**src/hdl/sami_map.vh**
```
// timing counts and field positions of the serial converter interface
`ifndef SAMI_MAP_VH
`define SAMI_MAP_VH
`define SAMI_RESULT_BITS 8
`define SAMI_SGL_POS 3
`define SAMI_ODD_POS 2
`define SAMI_SEL_HI_POS 1
`define SAMI_SEL_LO_POS 0
`define SAMI_DESELECT_MIN_NS 250
`define SAMI_CLK_PERIOD_NS 8
`define SAMI_DESELECT_CYCLES ((`SAMI_DESELECT_MIN_NS + `SAMI_CLK_PERIOD_NS - 1) / `SAMI_CLK_PERIOD_NS)
`endif

```
**src/hdl/sami_serial_adc.v**
```verilog
// serial control and data interface of an 8-bit multiplexed converter
`timescale 1ns/1ns
`default_nettype none
// Contract
// - serial input sampled on each rising serial clock during addressing
// - leading zeros ignored; first one is the start bit
// - zero, three or four mux bits follow the start bit, per variant
// - eight-channel differential: select picks pair, odd bit picks polarity
// - four-channel: single-ended channel 2*sel+odd, or differential pair
// - new mux configuration accepted with every conversion
// - half clock for sampling, then active flag high, input ignored
// - serial output leaves high impedance with one leading zero
// - comparator decisions driven on falling edge, msb first
// - conversion ends after eight periods; flag drops half clock later
// - result copied to shift register; shift enable low shifts lsb first
// - without shift enable pin, lsb first follows automatically
// - after lsb first data, output low until chip select high
// - sequencer state cleared after chip select high for deselect time; mux word and result buffer kept
// - serial input looked at only while output is high impedance
// - eight-channel single-ended: channel 2*sel+odd against common
// - single-channel variant needs no mux bits
// - positive input below negative gives all-zeros code
`include "sami_map.vh"

module sami_serial_adc #(
	parameter CHANNELS = 8,
	parameter HAS_SHIFT_ENABLE = 1,
	parameter DESELECT_CYCLES = `SAMI_DESELECT_CYCLES
) (
	// clock and reset
	input wire mclk,
	input wire rst_b,
	// serial pins
	input wire chip_select_n,
	input wire serial_clk,
	input wire serial_in_line,
	input wire lsb_shift_enable_n,
	output reg serial_out,
	output reg serial_out_oe,
	output reg conversion_active_flag,
	// analog front end
	output reg [3:0] mux_word,
	output reg mux_valid,
	output reg sample_strobe,
	input wire comp_greater,
	output reg [7:0] trial_code,
	// result stream to user, two-entry buffer
	output reg [7:0] result_data,
	output reg result_valid,
	input wire result_ready
);

localparam ST_IDLE = 7'h01;
localparam ST_ADDR = 7'h02;
localparam ST_SAMP = 7'h04;
localparam ST_CONV = 7'h08;
localparam ST_LSB = 7'h10;
localparam ST_LOW = 7'h20;
localparam ST_DONE = 7'h40;

localparam [2:0] MUX_BITS = (CHANNELS >= 8) ? 3'h4 : (CHANNELS >= 4) ? 3'h3 : 3'h0;

// =====================================================
// pin synchronisers
reg [1:0] cs_sync;
reg [1:0] clk_sync;
reg [1:0] din_sync;
reg [1:0] se_sync;
reg clk_prev;
always @(posedge mclk or negedge rst_b) begin
	if (!rst_b) begin
		cs_sync <= 2'h3;
		clk_sync <= 2'h0;
		din_sync <= 2'h0;
		se_sync <= 2'h3;
		clk_prev <= 1'b0;
	end else begin
		cs_sync <= {cs_sync[0], chip_select_n};
		clk_sync <= {clk_sync[0], serial_clk};
		din_sync <= {din_sync[0], serial_in_line};
		se_sync <= {se_sync[0], lsb_shift_enable_n};
		clk_prev <= clk_sync[1];
	end
end
wire cs_n = cs_sync[1];
wire sclk_rise = clk_sync[1] & ~clk_prev;
wire sclk_fall = ~clk_sync[1] & clk_prev;
wire se_low = (HAS_SHIFT_ENABLE != 0) ? ~se_sync[1] : 1'b1;

// =====================================================
// deselect timer
reg [15:0] desel_cnt;
wire desel_met = (desel_cnt >= DESELECT_CYCLES[15:0]);
always @(posedge mclk or negedge rst_b) begin
	if (!rst_b) begin
		desel_cnt <= 16'h0000;
	end else if (!cs_n) begin
		desel_cnt <= 16'h0000;
	end else if (!desel_met) begin
		desel_cnt <= desel_cnt + 16'h0001;
	end
end

// =====================================================
// two-entry result buffer
reg [7:0] buf_data [0:1];
reg [1:0] buf_cnt;
reg buf_wr_ptr;
reg buf_rd_ptr;
reg push;
reg [7:0] push_data;
wire buf_full = (buf_cnt == 2'h2);
wire pop = result_valid & result_ready;
always @(posedge mclk or negedge rst_b) begin
	if (!rst_b) begin
		buf_cnt <= 2'h0;
		buf_wr_ptr <= 1'b0;
		buf_rd_ptr <= 1'b0;
		result_valid <= 1'b0;
		result_data <= 8'h00;
		buf_data[0] <= 8'h00;
		buf_data[1] <= 8'h00;
	end else begin
		if (push && !buf_full) begin
			buf_data[buf_wr_ptr] <= push_data;
			buf_wr_ptr <= ~buf_wr_ptr;
		end
		if (pop) begin
			buf_rd_ptr <= ~buf_rd_ptr;
		end
		buf_cnt <= buf_cnt + {1'b0, push & ~buf_full} - {1'b0, pop};
		if (pop || !result_valid) begin
			if (buf_cnt - {1'b0, pop} != 2'h0) begin
				result_valid <= 1'b1;
				result_data <= buf_data[pop ? ~buf_rd_ptr : buf_rd_ptr];
			end else if (push && !buf_full) begin
				result_valid <= 1'b1;
				result_data <= push_data;
			end else begin
				result_valid <= 1'b0;
			end
		end
	end
end

// =====================================================
// conversion sequencer
reg [6:0] state;
reg [3:0] addr_sr;
reg [2:0] addr_cnt;
reg [3:0] bit_cnt;
reg [7:0] sar;
reg [7:0] out_sr;
reg [7:0] test_bit;
reg pend_push;

// =====================================================
// successive approximation step
reg [7:0] next_sar;
reg [7:0] next_test_bit;
reg [7:0] next_trial;
always @* begin
	next_sar = sar;
	next_test_bit = {1'b0, test_bit[7:1]};
	next_trial = trial_code;
	if (comp_greater) begin
		// comparator low also covers reversed inputs
		next_sar = sar | test_bit;
	end
	// decided bits kept, next trial bit added
	next_trial = next_sar | next_test_bit;
end

// =====================================================
// mux word decode per variant
reg [3:0] next_mux_word;
always @* begin
	next_mux_word = 4'h0;
	if (MUX_BITS == 3'h4) begin
		// single_or_diff_bit, odd, sel1, sel0
		next_mux_word = addr_sr;
	end else if (MUX_BITS == 3'h3) begin
		// single_or_diff_bit, odd, unused zero, sel
		next_mux_word = {addr_sr[2:1], 1'b0, addr_sr[0]};
	end else begin
		// one fixed pair, no address bits
		next_mux_word = 4'h0;
	end
end

// =====================================================
// lsb first output shift step
reg [7:0] next_out_sr;
reg next_serial_bit;
reg lsb_step;
always @* begin
	lsb_step = sclk_fall & se_low;
	next_out_sr = out_sr;
	next_serial_bit = serial_out;
	if (lsb_step) begin
		// lsb already shown as last msb first bit
		next_out_sr = {1'b0, out_sr[7:1]};
		next_serial_bit = out_sr[1];
	end
end

// =====================================================
// end of conversion and flag release
wire conv_last = (bit_cnt == 4'h7);
wire lsb_last = (bit_cnt == 4'h7);
wire flag_release = sclk_rise & conversion_active_flag;

// =====================================================
// sequencer state
always @(posedge mclk or negedge rst_b) begin
	if (!rst_b) begin
		state <= ST_IDLE;
		addr_sr <= 4'h0;
		addr_cnt <= 3'h0;
		bit_cnt <= 4'h0;
		sar <= 8'h00;
		out_sr <= 8'h00;
		test_bit <= 8'h00;
		pend_push <= 1'b0;
		push <= 1'b0;
		push_data <= 8'h00;
		serial_out <= 1'b0;
		serial_out_oe <= 1'b0;
		conversion_active_flag <= 1'b0;
		mux_word <= 4'h0;
		mux_valid <= 1'b0;
		sample_strobe <= 1'b0;
		trial_code <= 8'h00;
	end else begin
		push <= 1'b0;
		sample_strobe <= 1'b0;
		if (pend_push && !buf_full) begin
			push <= 1'b1;
			pend_push <= 1'b0;
		end
		if (cs_n) begin
			serial_out_oe <= 1'b0;
			conversion_active_flag <= 1'b0;
			if (desel_met) begin
				state <= ST_IDLE;
				addr_sr <= 4'h0;
				addr_cnt <= 3'h0;
				bit_cnt <= 4'h0;
				sar <= 8'h00;
				out_sr <= 8'h00;
				test_bit <= 8'h00;
				serial_out <= 1'b0;
				mux_valid <= 1'b0;
				trial_code <= 8'h00;
			end
		end else begin
			case (state)
				ST_IDLE: begin
					if (sclk_rise && din_sync[1]) begin
						addr_cnt <= 3'h0;
						addr_sr <= 4'h0;
						state <= (MUX_BITS == 3'h0) ? ST_SAMP : ST_ADDR;
					end
				end
				ST_ADDR: begin
					if (sclk_rise) begin
						addr_sr <= {addr_sr[2:0], din_sync[1]};
						addr_cnt <= addr_cnt + 3'h1;
						if (addr_cnt + 3'h1 == MUX_BITS) begin
							state <= ST_SAMP;
						end
					end
				end
				ST_SAMP: begin
					// new configuration every conversion
					mux_word <= next_mux_word;
					mux_valid <= 1'b1;
					if (sclk_fall) begin
						sample_strobe <= 1'b1;
						conversion_active_flag <= 1'b1;
						serial_out_oe <= 1'b1;
						serial_out <= 1'b0;
						sar <= 8'h00;
						trial_code <= 8'h80;
						test_bit <= 8'h80;
						bit_cnt <= 4'h0;
						state <= ST_CONV;
					end
				end
				ST_CONV: begin
					if (sclk_fall) begin
						sar <= next_sar;
						serial_out <= comp_greater;
						trial_code <= next_trial;
						test_bit <= next_test_bit;
						bit_cnt <= bit_cnt + 4'h1;
						if (conv_last) begin
							out_sr <= next_sar;
							push_data <= next_sar;
							pend_push <= 1'b1;
							bit_cnt <= 4'h1;
							state <= ST_LSB;
						end
					end
				end
				ST_LSB: begin
					if (flag_release) begin
						conversion_active_flag <= 1'b0;
					end
					if (lsb_step) begin
						out_sr <= next_out_sr;
						serial_out <= next_serial_bit;
						bit_cnt <= bit_cnt + 4'h1;
						if (lsb_last) begin
							state <= ST_LOW;
						end
					end
				end
				ST_LOW: begin
					if (sclk_fall) begin
						serial_out <= 1'b0;
						state <= ST_DONE;
					end
				end
				ST_DONE: begin
					serial_out <= 1'b0;
				end
				default: begin
					state <= ST_IDLE;
				end
			endcase
		end
	end
end

endmodule // sami_serial_adc
`default_nettype wire

```
**config.mk**
```make
export PLATFORM = sky130hd
export DESIGN_NAME = sami_serial_adc
export DESIGN_NICKNAME = d
export VERILOG_FILES = /design/src/hdl/sami_serial_adc.v
export VERILOG_INCLUDE_DIRS = /design/src /design/src/hdl
export SDC_FILE = /design/constraint.sdc
export NUM_CORES = 1
export LEC_CHECK = 0
export BUFFER_PORTS_ARGS = -buffer_cell sky130_fd_sc_hd__clkbuf_2
export CORE_ASPECT_RATIO = 1.5
export CORE_MARGIN = 2
export CORE_UTILIZATION = 32
export DETAILED_ROUTE_END_ITERATION = 16
export PLACE_DENSITY = 0.5
export SYNTH_ARGS = -nofsm -noshare
export SYNTH_HDL_FRONTEND = slang
export SYNTH_SLANG_ARGS = --single-unit
```
**constraint.sdc**
```tcl
create_clock -name mclk -period 4.89 [get_ports mclk]
set_input_delay 0.7335 -clock mclk [delete_from_list [all_inputs] [get_ports mclk]]
set_output_delay 0.7335 -clock mclk [all_outputs]
set_load 0.01 [all_outputs]
```
# [Yosys cells after proc, flatten, opt, wreduce, memory -nomap -nowiden]
# Cells that the tools add are included.
[totals] register_bits=123 output_inout_bits=26 wordCells=193
[op_classes] n_addsub=6 magnitude_cmp=4 n_eq_ne=24 n_mux=82 bitwise_logic=17 reduce_logical=30
[ops] cell="8-bit two-way mux" count=20
[ops] cell="7-bit two-way mux" count=11
[ops] cell="8-bit case mux with 2 select lines" count=4
[ops] cell="7-bit case mux with 7 select lines" count=1
[ops] cell="4-bit two-way mux" count=9
[ops] cell="16-bit two-way mux" count=2
[ops] cell="3-bit inequality test (second input constant)" count=10
[ops] cell="1-bit two-way mux" count=24
[ops] cell="16-bit by 1-bit adder with 16-bit output (second input constant)" count=1
[ops] cell="16-bit bitwise mux" count=1
[ops] cell="16-bit by 6-bit greater-or-equal comparator with 1-bit output (second input constant)" count=1
[ops] cell="5-bit AND reduction" count=3
[ops] cell="3-bit two-way mux" count=4
[ops] cell="4-bit case mux with 3 select lines" count=1
[ops] cell="4-bit AND reduction" count=3
[ops] cell="3-bit nonzero test" count=4
[ops] cell="11-bit AND reduction" count=1
[ops] cell="8-bit demux with 1-bit select" count=1
[ops] cell="8-bit by 7-bit bitwise OR with 8-bit output" count=1
[ops] cell="8-bit bitwise OR" count=1
[ops] cell="4-bit case mux with 2 select lines" count=1
[ops] cell="2-bit AND reduction" count=4
[ops] cell="2-bit nonzero test" count=4
[ops] cell="7-bit by 1-bit equality test with 1-bit output (second input constant)" count=1
[ops] cell="other kinds (31)" count=50

# [Logic depth before layout (Yosys ltp)]
# Gate-level depths: netlist (run 1).
[depth] ltp_word=8 ltp_mapped=8

# [Worst setup path before layout (run 1)]
# No wires, ideal clock.
[synth_timing] path_kind="input -> register" startpoint="input result_ready" endpoint="register result_data[5]" arrival_time_ns=1.864 t_required_ns=4.754 slack_ns=2.890 path_stages=6 path_cell_list="a21o_1 a21oi_1 nand2b_1 nand2_1 clkbuf_1 o21ai_0"
[synth_between] elab_chain_len=7
[synth_rtl] item="start: declaration" line_no="sami_serial_adc.v:50" text="input wire result_ready"
[synth_rtl] item="1-bit bitwise AND *" line_no="sami_serial_adc.v:113" text="wire pop = result_valid & result_ready;"
[synth_rtl] item="parallel branches: the longest is 6 deep, another holds 2-bit by 1-bit subtractor with 2-bit output"
[synth_rtl] item="end signal: assignment" line_no="sami_serial_adc.v:135" text="result_data <= buf_data[pop ? ~buf_rd_ptr : buf_rd_ptr];"
[synth_rtl] item="end signal: assignment" line_no="sami_serial_adc.v:138" text="result_data <= push_data;"
[synth_rtl] item="end: declaration" line_no="sami_serial_adc.v:48" text="output reg [7:0] result_data,"
# Mark *: on every way between the ends. The select of a mux whose other input is x is not followed.
# A chain may end at the register's enable or synchronous reset.

# [Worst setup path in the final report (run 1)]
[layout_timing] startpoint="register cs_sync[1]" endpoint="register bit_cnt[2]"
[layout_between] elab_chain_len=2
[layout_rtl] item="start: declaration" line_no="sami_serial_adc.v:65" text="reg [1:0] cs_sync;"
[layout_rtl] item="start signal: assignment" line_no="sami_serial_adc.v:78" text="cs_sync <= {cs_sync[0], chip_select_n};"
[layout_rtl] item="3-bit inequality test (no source line), or another cell as far along"
[layout_rtl] item="5-bit AND reduction (no source line)"
[layout_rtl] item="end signal: assignment" line_no="sami_serial_adc.v:296" text="bit_cnt <= bit_cnt + 4'h1;"
[layout_rtl] item="end signal: assignment" line_no="sami_serial_adc.v:313" text="bit_cnt <= bit_cnt + 4'h1;"
[layout_rtl] item="end: declaration" line_no="sami_serial_adc.v:151" text="reg [3:0] bit_cnt;"
# Parallel ways exist; a longest one is shown, timed or not.

==> impl_metrics.env, run 1 <==
export IMPL_chipHeight_um=165
export IMPL_grt_usage=0.132
export IMPL_maxCapViolations=0
export IMPL_drive_gt1_frac=0.224
export IMPL_initial_core_util=0.323
export IMPL_synthDistinctLibCells=62
export IMPL_postCtsHoldBufs=0
export IMPL_nFillCells=1678
export IMPL_synthTopCellsByArea="dfrtp_1 (53%), mux2_2 (5.5%), nand2_1 (4.7%)"
export IMPL_synth_async_reset_ratio=1.00
export IMPL_synth_warnings=0
export IMPL_path_class="flip-flop to flip-flop"
export IMPL_cts_made_buffers=17
export IMPL_min_path_type="flip-flop to flip-flop"
export IMPL_grt_pass1_vias=3795
export IMPL_die_x_um=112
export IMPL_startpoint_type="flip-flop"
export IMPL_holdPathEnd="din_sync[1]$_DFF_PN0_"
export IMPL_cts_max_path_buffers=2
export IMPL_via_count=3781
export IMPL_tns_ns=0
export IMPL_gp_congestion=0.791
export IMPL_critPathCaptureType="flip-flop"
export IMPL_drv_slew=0
export IMPL_r2r_start="cs_sync[1]$_DFF_PN1_"
export IMPL_peakVddDrop_v=0.000206
export IMPL_rsz0062_at_grt="no"
export IMPL_n_antenna_cell=0
export IMPL_post_route_drc_count=0
export IMPL_cp_data_required_time_ns=5.22
export IMPL_routed_via_density=4.96
export IMPL_fin_util=0.377
export IMPL_fmax_mhz=378
export IMPL_routed_wl_um=11300
export IMPL_synth_main_ff_cell="dfrtp_1"
export IMPL_portBuffers=33
export IMPL_min_delay_start="din_sync[0]$_DFF_PN0_"
export IMPL_syn_to_final_growth_pct=16.9
export IMPL_critical_path_depth=6
export IMPL_syn_avg_cell_area_um2=11.0
export IMPL_slowest_stage="nor2_1"
export IMPL_syn_nets=519
export IMPL_r2r_end="bit_cnt[2]$_DFFE_PN0P_"
export IMPL_coreArea_um2=17200
export IMPL_grt_first_pass_wirelength_um=19300
export IMPL_h_tree_depth=4
export IMPL_synth_edf_count=0
export IMPL_first_pass_iters=4
export IMPL_dp_hpwl_um=7950
export IMPL_whs_path_depth=0
export IMPL_status="finished, final reports clean"
export IMPL_seqCellArea_um2=3060
export IMPL_ys_ff_latch=122
export IMPL_clock_skew_final_ns=0.0120
export IMPL_syn_area_um2=5550
export IMPL_cpLargestDelayFamily="simple AND/OR/NAND/NOR gates"
export IMPL_die_area_um2=18400
export IMPL_tightestPinTransition_ns=1.16
export IMPL_place_area_um2=5870
export IMPL_final_cell_area_um2=6490
export IMPL_synth_most_common_cell="dfrtp_1"
export IMPL_wl_per_cell_um=14.8
export IMPL_report_power_total_uw=3030
export IMPL_final_setup_viol_count=0
export IMPL_power_density_nw_per_um2=467
export IMPL_worstPathMaxFanout=24
export IMPL_slew_headroom=0.227
export IMPL_grt_overflow_total=0
export IMPL_cts_tree="yes"
export IMPL_drtIter0Drc=160
export IMPL_yosys_top_cells_count="dfrtp_1 (117), nand2_1 (69), o21ai_0 (38)"
export IMPL_rows=59
export IMPL_cts_root_buffer="clkbuf_16"
export IMPL_cts_resized=0
export IMPL_clock_sinks=122
export IMPL_reg2regPathDepth=6
export IMPL_crit_chain="inv_1 > nand2_1 > nor2_1 > nor2_2 > or3b_1 > o2bb2ai_1"
export IMPL_clk_latency_ns=0.41
export IMPL_finalNetCount=552
export IMPL_slowest_delay_ns=0.71
export IMPL_path_clk_slew_ns=0.06
export IMPL_syn_inst=504
export IMPL_min_period_ns=2.65
export IMPL_ios=34
export IMPL_startpoint="cs_sync[1]$_DFF_PN1_"
export IMPL_rrSetupSlack_ns=2.24
export IMPL_synth_largest_area_cell="dfrtp_1"
export IMPL_antenna_found_initial=0
export IMPL_detail_route_antenna_nets=0
export IMPL_fin_crit_sh=0.541
export IMPL_crit_buf_inv=1
export IMPL_yosysTopAreaCellShare=0.528
export IMPL_multiInputGateArea_um2=2320
export IMPL_ys_seq_area_frac=0.551
export IMPL_cts_setup_buffers=0
export IMPL_final_hold_violation_count=0
export IMPL_grt_max_degree=71
export IMPL_leakage_uw=0.00309
export IMPL_crit_arrival_ns=2.97
sequential cells by signal (all words and copies together) (netlist names), 3 cells and up:
register     count
addr_sr          4
trial_code       8
sar              8
out_sr           7
state            7
buf_data        16
addr_cnt         3
test_bit         8
desel_cnt       16
mux_word         4
push_data        8
result_data      8
bit_cnt          4
cell families after synthesis:
family | after synthesis | synth area share
compound gates | 117 | 0.136
mux | 42 | 0.0882
fa+ha+maj | 7 | 0.0158
flops | 122 | 0.551
xor+xnor | 14 | 0.0235
simple gates | 172 | 0.154
buf+inv | 30 | 0.0302
power by group:
| part | total, uW | internal (uW) | switching (uW) | leakage, uW |
|---|---|---|---|---|
| Sequential | 1210 | 1120 | 91.0 | 0.00153 |
| Combinational | 520 | 217 | 303 | 0.00127 |
| Clock | 1300 | 834 | 466 | 0.000298 |
| Total | 3030 | 2170 | 860 | 0.00309 |
how the worst max path moves through the flow:
| stage | endpoint | slack [ns] |
|---|---|---|
| 6_report | bit_cnt[2]$_DFFE_PN0P_ | 2.24 |
| 3_3_place_gp | result_data[1]$_DFFE_PN0P_ | 2.21 |
| 3_5_place_dp | result_data[3]$_DFFE_PN0P_ | 2.14 |
| 4_1_cts | push_data[1]$_DFFE_PN0P_ | 2.18 |
| 5_1_grt | push_data[4]$_DFFE_PN0P_ | 1.96 |
| 2_1_floorplan | result_data[5]$_DFFE_PN0P_ | 2.89 |
area by class of cell:
cell class                 count  share of cell area
clock buffer                  20              0.0704
multi-input combinational    352               0.358
tap                          213              0.0411
clock inverter                12              0.0251
sequential                   122               0.472
inverter                       8             0.00463
timing repair buffer          36              0.0293
through the flow:
stage	hold slack [ns]	setup slack [ns]	instances
2_1_floorplan	0.331	2.89	504
3_3_place_gp	0.332	2.21	731
3_5_place_dp	0.339	2.14	731
4_1_cts	0.353	2.18	763
5_1_grt	0.354	1.96	763
6_report	0.351	2.24	763
layout by cell type (no fill, tap or decap), drive strengths merged, types with 2 or more instances in the layout:
| cell type | instances |
|---|---|
| mux2i | 8 |
| or4b | 2 |
| nor3b | 3 |
| and3 | 3 |
| nor4 | 3 |
| or3 | 2 |
| a31oi | 3 |
| nand2 | 69 |
| and2 | 12 |
| ha | 7 |
| inv | 11 |
| clkinvlp | 2 |
| nor2b | 5 |
| bufinv | 3 |
| a21o | 10 |
| a211oi | 3 |
| and4b | 3 |
| nor3 | 8 |
| nor2 | 41 |
| o21ai | 48 |
| xor2 | 7 |
| xnor2 | 7 |
| mux2 | 34 |
| o22ai | 2 |
| nand2b | 5 |
| buf | 4 |
| clkinv | 4 |
| a21oi | 28 |
| clkbuf | 52 |
| nand3 | 10 |
| a22o | 10 |
| o21bai | 3 |
| dfrtp | 117 |
| o2111ai | 2 |
| dfstp | 5 |
metal layers:
layer | wire (um) | GRT usage | vias to the layer above
met2 | 5880 | 0.226 | 69
met4 | 220 | 0.0600 | 0
met3 | 335 | 0.0325 | 19
li1 | - | - | 1829
met5 | 0 | 0 | -
met1 | 4870 | 0.157 | 1864
(Power assumes the default switching activity.)
==> run 2: changes to the inputs <==
--- a/config.mk
+++ b/config.mk
@@ -11,7 +11,7 @@
 export CORE_MARGIN = 2
 export CORE_UTILIZATION = 32
 export DETAILED_ROUTE_END_ITERATION = 16
-export PLACE_DENSITY = 0.5
+export PLACE_DENSITY = 0.52
 export SYNTH_ARGS = -nofsm -noshare
 export SYNTH_HDL_FRONTEND = slang
 export SYNTH_SLANG_ARGS = --single-unit
==> constraint.sdc (replaced) <==
create_clock -name mclk -period 2.2 [get_ports mclk]
set_input_delay 0.33 -clock mclk [delete_from_list [all_inputs] [get_ports mclk]]
set_output_delay 0.33 -clock mclk [all_outputs]
set_load 0.01 [all_outputs]
==> run 2 against run 1 <==
  * Clock power increased by 110%
  * Core utilization increased by 1.4 points
  * Combinational power increased by 140%
  * Global-route usage increased by 0.26 points
  * Largest power group unchanged
  * Sequential share of layout area decreased by 1.7 points
  * Critical path depth increased by 1
  * Critical endpoint is now state[6]$_DFFE_PN0P_
  * Die area unchanged
  * Clock skew increased by 0.00058 ns
  * Total power increased by 120%
  * Non-clock buffer count increased by 27
  * Sequential cell count unchanged
==> impl_metrics.env, run 2 (same netlist as run 1, synthesis figures left out) <==
export IMPL_syn_to_final_growth_pct=21.3
export IMPL_fin_util=0.391
export IMPL_peakVddDrop_v=0.000713
export IMPL_wl_met1_um=4950
export IMPL_routed_wl_um=11500
export IMPL_place_area_um2=6080
export IMPL_cp_data_required_time_ns=2.50
export IMPL_fmax_mhz=478
export IMPL_nFillCells=1690
export IMPL_initial_core_util=0.323
export IMPL_leakage_uw=0.00322
export IMPL_startpoint="state[4]$_DFFE_PN0P_"
export IMPL_startpoint_type="flip-flop"
export IMPL_cts_root_buffer="clkbuf_16"
export IMPL_grt_overflow_total=0
export IMPL_crit_arrival_ns=2.39
export IMPL_grt_usage=0.135
export IMPL_critPathCaptureType="flip-flop"
export IMPL_drtIter0Drc=176
export IMPL_multiInputGateArea_um2=2350
export IMPL_post_route_drc_count=0
export IMPL_drive_gt1_frac=0.267
export IMPL_seqCellArea_um2=3060
export IMPL_path_class="flip-flop to flip-flop"
export IMPL_portBuffers=33
export IMPL_wl_met2_um=5930
export IMPL_min_path_type="input pin to flip-flop"
export IMPL_clock_skew_final_ns=0.0126
export IMPL_min_period_ns=2.09
export IMPL_antenna_found_initial=0
export IMPL_final_common_cell="dfrtp_1"
export IMPL_slowest_stage="or4b_1"
export IMPL_cpLargestDelayFamily="simple AND/OR/NAND/NOR gates"
export IMPL_h_tree_depth=4
export IMPL_cts_max_path_buffers=2
export IMPL_grt_max_degree=64
export IMPL_critical_path_depth=7
export IMPL_final_setup_viol_count=0
export IMPL_gp_congestion=0.872
export IMPL_slowest_delay_ns=0.50
export IMPL_chipHeight_um=165
export IMPL_grt_pass1_vias=3916
export IMPL_finalNetCount=579
export IMPL_ios=34
export IMPL_wl_met3_um=396
export IMPL_r2r_start="state[4]$_DFFE_PN0P_"
export IMPL_reg2regPathDepth=7
export IMPL_path_clk_slew_ns=0.06
export IMPL_routed_via_density=4.90
export IMPL_tightestPinTransition_ns=0.492
export IMPL_worstPathMaxFanout=11
export IMPL_die_area_um2=18400
export IMPL_r2r_end="state[6]$_DFFE_PN0P_"
export IMPL_slew_headroom=0.671
export IMPL_clock_sinks=122
export IMPL_dp_hpwl_um=8210
export IMPL_via_count=3873
export IMPL_n_antenna_cell=0
export IMPL_crit_buf_inv=1
export IMPL_grt_first_pass_wirelength_um=19500
export IMPL_fin_crit_sh=0.952
export IMPL_clk_latency_ns=0.42
export IMPL_cts_setup_buffers=0
export IMPL_layout_common_cells="dfrtp_1 (116), nand2_1 (67), o21ai_0 (38), nor2_1 (37), clkbuf_2 (32)"
export IMPL_coreArea_um2=17200
export IMPL_final_hold_violation_count=0
export IMPL_cts_tree="yes"
export IMPL_detail_route_antenna_nets=0
export IMPL_largestRegisters="buf_data x16, desel_cnt x16"
export IMPL_first_pass_iters=4
export IMPL_maxCapViolations=0
export IMPL_status="finished, final reports clean"
export IMPL_crit_chain="buf_4 > or4b_1 > o311a_1 > o21ai_2 > a21oi_2 > nand3_4 > mux2_4"
export IMPL_drv_slew=0
export IMPL_rows=59
export IMPL_highest_layer="met4"
export IMPL_wl_per_cell_um=14.6
export IMPL_rrSetupSlack_ns=0.11
export IMPL_final_cell_area_um2=6730
export IMPL_die_x_um=112
export IMPL_cts_made_buffers=17
export IMPL_crit_end="state[6]$_DFFE_PN0P_"
export IMPL_power_density_nw_per_um2=985
==> run 2: cell types whose count changed in the layout (fill, tap and decap cells not counted), sizes merged, moves of 2 or more <==
cell and delta:
buf +23, dlygate4sd3 +4, inv +3, bufinv -2
==> run 2: cell type report <==
type	instances	share of cell area
clock buffers	19	0.0673
clock inverters	13	0.0193
inverters	8	0.00446
multi-input cells	352	0.349
flip-flops and latches	122	0.455
well taps	213	0.0396
repair buffers	63	0.0654
==> run 2: timing repair <==
item	4_1_cts	5_1_grt
hold endpoints to repair	16	0
setup endpoints to repair	0	41
hold buffers	4	0
resized for setup	0	7
==> run 2: through the flow <==
stage / TNS (ns) / std cells / hold slack [ns] / setup slack (ns) / total power (uW)
3_5_place_dp: 0 / 754 / 0.212 / 0.0623 / 3980
4_1_cts: 0 / 790 / 0.00163 / 0.0522 / 6740
5_1_grt: -0.188 / 790 / 0.000840 / -0.0398 / 7030
2_1_floorplan: 0 / 504 / 0.0344 / 0.207 / 3540
3_3_place_gp: 0 / 754 / 0.207 / 0.0963 / 3950
6_report: 0 / 790 / 0.0196 / 0.106 / 6630
==> run 2: metal layers <==
layer / vias to the layer above / global-route usage
li1: 1883 / -
met2: 76 / 0.235
met3: 19 / 0.0361
met4: 0 / 0.0595
met5: - / 0
met1: 1895 / 0.156
==> run 2: how the worst min path moves through the flow <==
stage | startpoint | endpoint | slack [ns] | cells after the start
3_5_place_dp | rst_b | buf_cnt[1]$_DFF_PN0_ | 0.21 | 1
6_report | serial_clk | clk_sync[0]$_DFF_PN0_ | 0.02 | 1
4_1_cts | serial_clk | clk_sync[0]$_DFF_PN0_ | 0.002 | 1
2_1_floorplan | rst_b | addr_cnt[0]$_DFFE_PN0P_ | 0.03 | 0
3_3_place_gp | rst_b | result_valid$_DFFE_PN0N_ | 0.21 | 1
5_1_grt | serial_clk | clk_sync[0]$_DFF_PN0_ | 0.0008 | 1
==> run 2: where the power goes <==
| part | internal [uW] | switching (uW) | total, uW | leakage, uW |
|---|---|---|---|---|
| Clock | 1640 | 1070 | 2700 | 0.000279 |
| Combinational | 546 | 702 | 1250 | 0.00142 |
| Sequential | 2490 | 189 | 2680 | 0.00152 |
| Total | 4670 | 1960 | 6630 | 0.00322 |
